$ cat config.mk
export PLATFORM = sky130hd
export DESIGN_NAME = pwc_word_unit
export DESIGN_NICKNAME = d
export VERILOG_FILES = /design/src/shared/pwc_pkg.sv /design/src/shared/pwc_cmp_if.sv /design/src/core/pwc_compare.sv /design/src/core/pwc_word_unit.sv
export SDC_FILE = /design/constraint.sdc
export NUM_CORES = 1
export LEC_CHECK = 0
export BUFFER_PORTS_ARGS = -buffer_cell sky130_fd_sc_hd__clkbuf_2
export CORE_MARGIN = 5
export CORE_UTILIZATION = 40
export CTS_CLUSTER_DIAMETER = 50
export DETAILED_ROUTE_END_ITERATION = 10
export HOLD_SLACK_MARGIN = 0.12
export RECOVER_POWER = 100
export SYNTH_ARGS = -nofsm -noshare
export SYNTH_HDL_FRONTEND = slang
export SYNTH_SLANG_ARGS = --single-unit
$ cat constraint.sdc
create_clock -name i_core_clk -period 5.8 [get_ports i_core_clk]
set_input_delay 0.87 -clock i_core_clk [delete_from_list [all_inputs] [get_ports i_core_clk]]
set_output_delay 0.87 -clock i_core_clk [all_outputs]
set_load 0.03 [all_outputs]
$ cat src/shared/pwc_pkg.sv
package pwc_pkg;

	// ----------------------------------------
	// widths and reset values
	// ----------------------------------------
	localparam int          WORD_W      = 16;
	localparam int          SLOT_W      = 4;
	localparam int          SLOTS       = 16;
	localparam logic [15:0] WORD_RST    = 16'h0000;
	localparam logic [15:0] WORD_ZERO   = 16'h0000;
	localparam logic        RESULT_RST  = 1'b0;
	localparam logic [15:0] EDGE_RST    = 16'h0000;

	// ----------------------------------------
	// instruction encodings
	// ----------------------------------------
	typedef enum logic [2:0] {
		OP_CMP,
		OP_MOV,
		OP_ADD,
		OP_SUB,
		OP_MUL,
		OP_DIV
	} pwc_op_type;

	typedef enum logic [2:0] {
		REL_EQ,
		REL_NE,
		REL_GT,
		REL_LE,
		REL_LT,
		REL_GE
	} pwc_rel_type;

	typedef enum logic [1:0] {
		FORM_START,
		FORM_SERIES,
		FORM_PARALLEL
	} pwc_form_type;

endpackage

$ cat src/shared/pwc_cmp_if.sv
`timescale 1ns/1ps
interface pwc_cmp_if;
	import pwc_pkg::*;

	logic [15:0] first_source_word;
	logic [15:0] second_source_word;
	pwc_rel_type rel;
	logic        cont;

	modport requester (output first_source_word, output second_source_word, output rel,
		input cont);
	modport comparer (input first_source_word, input second_source_word, input rel,
		output cont);
endinterface

$ cat src/core/pwc_compare.sv
`timescale 1ns/1ps
module pwc_compare
	import pwc_pkg::*;
(
	pwc_cmp_if.comparer cmp
);

	// ----------------------------------------
	// signed word relation
	// ----------------------------------------
	function automatic logic pwc_less(input logic [15:0] a, input logic [15:0] b);
		pwc_less = $signed(a) < $signed(b);
	endfunction

	logic lt_ab;
	logic lt_ba;

	always_comb begin
		lt_ab = pwc_less(cmp.first_source_word, cmp.second_source_word);
		lt_ba = pwc_less(cmp.second_source_word, cmp.first_source_word);
		case (cmp.rel)
			REL_EQ:  cmp.cont = cmp.first_source_word == cmp.second_source_word; // [RQ1]
			REL_NE:  cmp.cont = cmp.first_source_word != cmp.second_source_word; // [RQ2]
			REL_GT:  cmp.cont = lt_ba;  // [RQ3]
			REL_LE:  cmp.cont = !lt_ba; // [RQ4]
			REL_LT:  cmp.cont = lt_ab;  // [RQ5]
			REL_GE:  cmp.cont = !lt_ab; // [RQ6]
			default: cmp.cont = 1'b0;
		endcase
	end

endmodule

$ cat src/core/pwc_word_unit.sv
`timescale 1ns/1ps
// Operation
// [RQ1] equal compare: continuity when first equals second source word
// [RQ2] not-equal compare: continuity when the two source words differ
// [RQ3] greater compare: continuity when first exceeds second
// [RQ4] less-or-equal compare: continuity when first does not exceed second
// [RQ5] less compare: continuity when first is smaller than second
// [RQ6] greater-or-equal compare: continuity when first is not smaller
// [RQ7] compares use 16-bit words, in start, series and parallel forms
// [RQ8] add: source plus destination, or first plus second source
// [RQ9] subtract: source minus destination, or first minus second source
// [RQ10] multiply: 32-bit product, upper half into next word
// [RQ11] divide: quotient to destination, remainder to next word
// [RQ12] series ANDs, parallel ORs, start begins a new result
// [RQ13] pulse variants execute once on off-to-on condition only
// [RQ14] transfer copies source to destination, pulse variant on rising edge
// [RQ15] add and subtract wrap; divide by zero writes nothing, flags error
module pwc_word_unit
	import pwc_pkg::*;
(
	input  wire logic         i_core_clk,
	input  wire logic         i_arst_n,
	input  wire logic         i_exec,
	input  wire pwc_op_type   i_op,
	input  wire pwc_rel_type  i_rel,
	input  wire pwc_form_type i_form,
	input  wire logic         i_pulse,
	input  wire logic         i_three,
	input  wire logic         i_cond,
	input  wire logic [3:0]   i_slot,
	input  wire logic [15:0]  i_src1,
	input  wire logic [15:0]  i_src2,
	input  wire logic [15:0]  i_dst,
	input  wire logic         i_err_clr,
	output logic              o_done,
	output logic              o_result,
	output logic              o_wr_lo,
	output logic              o_wr_hi,
	output logic [15:0]       o_lo_data,
	output logic [15:0]       o_hi_data,
	output logic              o_op_error
);

	// ----------------------------------------
	// comparator
	// ----------------------------------------
	pwc_cmp_if cmp_bus ();

	assign cmp_bus.first_source_word  = i_src1; // [RQ7]
	assign cmp_bus.second_source_word = i_src2;
	assign cmp_bus.rel                = i_rel;

	pwc_compare u_compare (
		.cmp (cmp_bus.comparer)
	);

	// ----------------------------------------
	// datapath
	// ----------------------------------------
	logic               done_q;
	logic               done_d;
	logic               result_q;
	logic               result_d;
	logic               wr_lo_q;
	logic               wr_lo_d;
	logic               wr_hi_q;
	logic               wr_hi_d;
	logic [15:0]        lo_q;
	logic [15:0]        lo_d;
	logic [15:0]        hi_q;
	logic [15:0]        hi_d;
	logic               err_q;
	logic               err_d;
	logic [SLOTS-1:0]   edge_q;
	logic [SLOTS-1:0]   edge_d;
	logic               fire;
	logic [15:0]        op_b;
	logic [15:0]        sum;
	logic [15:0]        diff;
	logic signed [31:0] prod;
	logic [15:0]        quot;
	logic [15:0]        rem;

	always_comb begin
		// rising-edge gate for pulse variants
		fire   = i_cond && (!i_pulse || !edge_q[i_slot]); // [RQ13] [RQ14]
		// two-operand forms take the destination as second operand
		op_b   = i_three ? i_src2 : i_dst; // [RQ8] [RQ9]
		sum    = i_src1 + op_b;            // [RQ15]
		diff   = i_src1 - op_b;            // [RQ15]
		prod   = $signed(i_src1) * $signed(i_src2); // [RQ10]
		quot   = WORD_ZERO;
		rem    = WORD_ZERO;
		if (i_src2 != WORD_ZERO) begin
			quot = 16'($signed(i_src1) / $signed(i_src2)); // [RQ11]
			rem  = 16'($signed(i_src1) % $signed(i_src2));
		end

		done_d   = i_exec;
		result_d = result_q;
		wr_lo_d  = 1'b0;
		wr_hi_d  = 1'b0;
		lo_d     = lo_q;
		hi_d     = hi_q;
		err_d    = err_q && !i_err_clr;
		edge_d   = edge_q;

		if (i_exec) begin
			edge_d[i_slot] = i_cond; // [RQ13]
			if (i_op == OP_CMP) begin
				case (i_form)
					FORM_START:    result_d = cmp_bus.cont;             // [RQ12]
					FORM_SERIES:   result_d = result_q & cmp_bus.cont;  // [RQ12]
					FORM_PARALLEL: result_d = result_q | cmp_bus.cont;  // [RQ12]
					default:       result_d = result_q;
				endcase
			end else if (fire) begin
				case (i_op)
					OP_MOV: begin
						wr_lo_d = 1'b1;
						lo_d    = i_src1; // [RQ14]
					end
					OP_ADD: begin
						wr_lo_d = 1'b1;
						lo_d    = sum; // [RQ8]
					end
					OP_SUB: begin
						wr_lo_d = 1'b1;
						lo_d    = diff; // [RQ9]
					end
					OP_MUL: begin
						wr_lo_d = 1'b1;
						wr_hi_d = 1'b1;
						lo_d    = prod[15:0];
						hi_d    = prod[31:16]; // [RQ10]
					end
					OP_DIV: begin
						if (i_src2 == WORD_ZERO) begin
							err_d = 1'b1; // [RQ15]
						end else begin
							wr_lo_d = 1'b1;
							wr_hi_d = 1'b1;
							lo_d    = quot; // [RQ11]
							hi_d    = rem;
						end
					end
					default: begin
						wr_lo_d = 1'b0;
					end
				endcase
			end
		end
	end

	always_ff @(posedge i_core_clk or negedge i_arst_n) begin
		if (!i_arst_n) begin
			done_q   <= 1'b0;
			result_q <= RESULT_RST;
			wr_lo_q  <= 1'b0;
			wr_hi_q  <= 1'b0;
			lo_q     <= WORD_RST;
			hi_q     <= WORD_RST;
			err_q    <= 1'b0;
			edge_q   <= EDGE_RST;
		end else begin
			done_q   <= done_d;
			result_q <= result_d;
			wr_lo_q  <= wr_lo_d;
			wr_hi_q  <= wr_hi_d;
			lo_q     <= lo_d;
			hi_q     <= hi_d;
			err_q    <= err_d;
			edge_q   <= edge_d;
		end
	end

	assign o_done     = done_q;
	assign o_result   = result_q;
	assign o_wr_lo    = wr_lo_q;
	assign o_wr_hi    = wr_hi_q;
	assign o_lo_data  = lo_q;
	assign o_hi_data  = hi_q;
	assign o_op_error = err_q;
endmodule

==> out/metrics.csv <==
stage,metric,value,unit
synthesis,synth_edf_count,0,
route,ant_nets,0,
cts,cts.reportedPaths.clkPinSlew,0.07,ns
synthesis,ys_ff_latch,53,
route,num_vias,27300,
cells_and_area,drive_above_1_share,38.5,%
die,die_h,253,um
synthesis,syn_avg_cell_area,7.88,um2
status,status,finished with violations,
run,maxCapViolCount,1,
cells_and_area,register_area,1330,um2
cts,clock_path_buffers,2,
die,boundaryPins,104,
synthesis,yosysSeqAreaShare,5.60,%
synthesis,async_reset_ff_share,100,%
sta,grt_setup_unrepaired,true,
sta,finalCriticalPeriod,27.65,ns
min_path,holdCritPathClass,reg2reg,
sta,finalHoldViolations,0,
critical_path,crit_arrival,27.83,ns
placement,dp_hpwl,83.5,mm
min_path,worstHoldEndpoint,o_lo_data[11],
critical_path,start_kind,primary input,
global_route,grt_first_pass_wirelength,159,mm
sta,setup_ws,-21.85,ns
route,wire_per_inst,22.0,um
sta,final_max_slew_viol_count,54,
critical_path,r2r_start,edge_q[11],
critical_path,cp.required,5.97,ns
synthesis,synth_top_flop_cell,dfrtp_1,
global_route,grt_pass1_vias,28300,
critical_path,cp_slowest_stage_delay,0.65,ns
synthesis,synth_top_area_cell,fa_1,
placement,place_area,32100,um2
critical_path,ff2ff_setup_slack,2.82,ns
synthesis,yosys_warnings,0,
global_route,globalRouteTotalUtil,31.6,%
global_route,antenna_found_initial,4,
synthesis,synth_top_area_share,22.3,%
cts,htreeDepth,2,
die,initial_core_util,40.2,%
cells_and_area,fillers,5194,
global_route,grt_max_degree,54,
route,vias_per_cell,5.69,
critical_path,slowest_stage,or4_4,
critical_path,ff2ff_path_depth,7,
sta,post-route-period-util,477,%
critical_path,endpoint_kind,flip-flop,
critical_path,crit_type,in2reg,
route,drc,0,
cells_and_area,nets,4615,
route,drt-pass1-iter-count,5,
placement,routabilityCongestion,1.04,
die,core_area,58900,um2
synthesis,synth_most_common_cell,inv_1,
status,violations,"max-capacitance violations, max-slew violations, negative setup slack",
cells_and_area,final_area,35400,um2
synthesis,synth_cells,3008,
cells_and_area,multi_input_area,23300,um2
critical_path,worst-path-max-fanout,8,
die,core.rowCount,89,
route,drt_iter0_drc,2033,
cells_and_area,area_growth,49.2,%
placement,portBuffers,103,
synthesis,synth_area,23700,um2
sta,skew,0.0106,ns
min_path,hp-start,o_lo_data[11],
cts,clock-root-buffer,clkbuf_16,
global_route,grt-ovfl-total,0,
die,die-area,64200,um2
synthesis,yosysUniqueCellTypes,98,
sta,relSlewSlack,-98.9,%
sta,setup_viol,32,
cts,clock_latency,0.30,ns
cts,cts_tree,built,
synthesis,ys_top_cells_by_area,"fa_1 (22%), ha_1 (14%), dfrtp_1 (5.6%)",
synthesis,synth_common_cells,"inv_1 (348), nand2_1 (336), ha_1 (273)",
synthesis,synth_nets,3612,
min_path,min_path_cells,2,
cts,cts_buffers,5,
route,drt-total-wl,105,mm
critical_path,cp_common_cell,ha_4,
cts,clock-sinks,53,
die,die_width,253,um
critical_path,reg2reg_to,o_lo_data[15],
sta,worstMarginPinSlew,2.98,ns
sta,max_freq,36.2,MHz
## routing by layer
layer | global-route usage [%] | routed length (um)
met3 | 4.67 | 7600
met5 | 0 | 27
met4 | 15.7 | 7130
met1 | 39.7 | 41400
met2 | 53.1 | 49300
## through the flow
| step | instances | setup TNS, ns | hold slack, ns | utilization, % | setup WS, ns |
|---|---|---|---|---|---|
| floorplan | 3008 | -685.73 | 0.475 | - | -21.96 |
| global placement | 4648 | -710.14 | 0.470 | 54.5 | -22.57 |
| detailed placement | 4648 | -729.27 | 0.479 | 54.5 | -23.23 |
| CTS | 4736 | -668.41 | 0.495 | 57.5 | -21.43 |
| global route | 4785 | -717.08 | 0.511 | 60.0 | -22.93 |
| finish | 4786 | -684.26 | 0.494 | 60.0 | -21.85 |
## area by class of cell
cell class,count,area share [%]
tap,773,2.74
antenna,1,0.00708
sequential,53,3.75
clock buffer,6,0.364
clock inverter,2,0.0425
inverter,359,3.89
timing repair buffer,1113,23.4
multi-input combinational,2479,65.8
## sequential cells by signal (all words and copies together), names as in the netlist
name and cells:
edge_q 16, o_done 1, o_hi_data 16, o_lo_data 16, o_op_error 1, o_result 1
o_wr_hi 1, o_wr_lo 1
## critical path: cells and delay by family
family                   cells  cell delay [ns]
adder cells (fa/ha/maj)     15             3.79
AND/OR/NAND/NOR             36             6.49
AO/OA/AOI/OAI               70            13.62
multiplexers                 3             0.86
buffers and inverters       16             1.92
XOR/XNOR                     1             0.18
## cells by family after synthesis
group,count (synthesis),share of synthesized area (%)
XOR/XNOR,186,6.87
buffers and inverters,476,7.64
AND/OR/NAND/NOR,974,19.8
AO/OA/AOI/OAI,717,20.2
multiplexers,65,3.17
flip-flops,53,5.60
adder cells (fa/ha/maj),537,36.7
## cell usage in the layout, fill, tap and decap left out, types with 22 or more instances in the layout
master and instances:
dfrtp_1 53, nor3_1 51, a21o_1 51, nand3_1 35, nor2_4 22, nor2_1 202, nor2b_1 24, xor2_1 62
ha_4 41, nand2b_1 22, xnor2_1 108, fa_1 263, buf_6 38, a31oi_1 27, and2_1 82, mux2i_1 26
o21ai_2 30, nand4_1 24, clkbuf_1 40, o21ai_1 38, o211ai_1 30, a21oi_2 45, o21ai_0 80, ha_1 228
buf_4 966, nand2_1 312, clkbuf_2 63, inv_1 337, o21a_1 47, a21oi_1 105, mux2_2 25
## how the worst max path moves through the flow
stage,from,to,slack (ns),cells past startpoint
2_1_floorplan,i_src2[0],o_hi_data[15],-21.96,146
3_3_place_gp,i_src2[5],o_hi_data[14],-22.57,130
3_5_place_dp,i_src2[5],o_hi_data[14],-23.23,134
4_1_cts,i_src2[2],o_hi_data[15],-21.43,135
5_1_grt,i_src2[5],o_hi_data[15],-22.93,143
6_report,i_src2[5],o_hi_data[15],-21.85,141
## what timing repair did
action                                  CTS  global route
endpoints found under the setup margin   32            32
pin swaps                               143           186
gates cloned                              0             1
setup buffers                            80            53
hold buffers                              0             0
resized for setup                       224           240
Power is not shown: default switching activity piles up to over one toggle a cycle in this logic, so the estimate is an artifact.
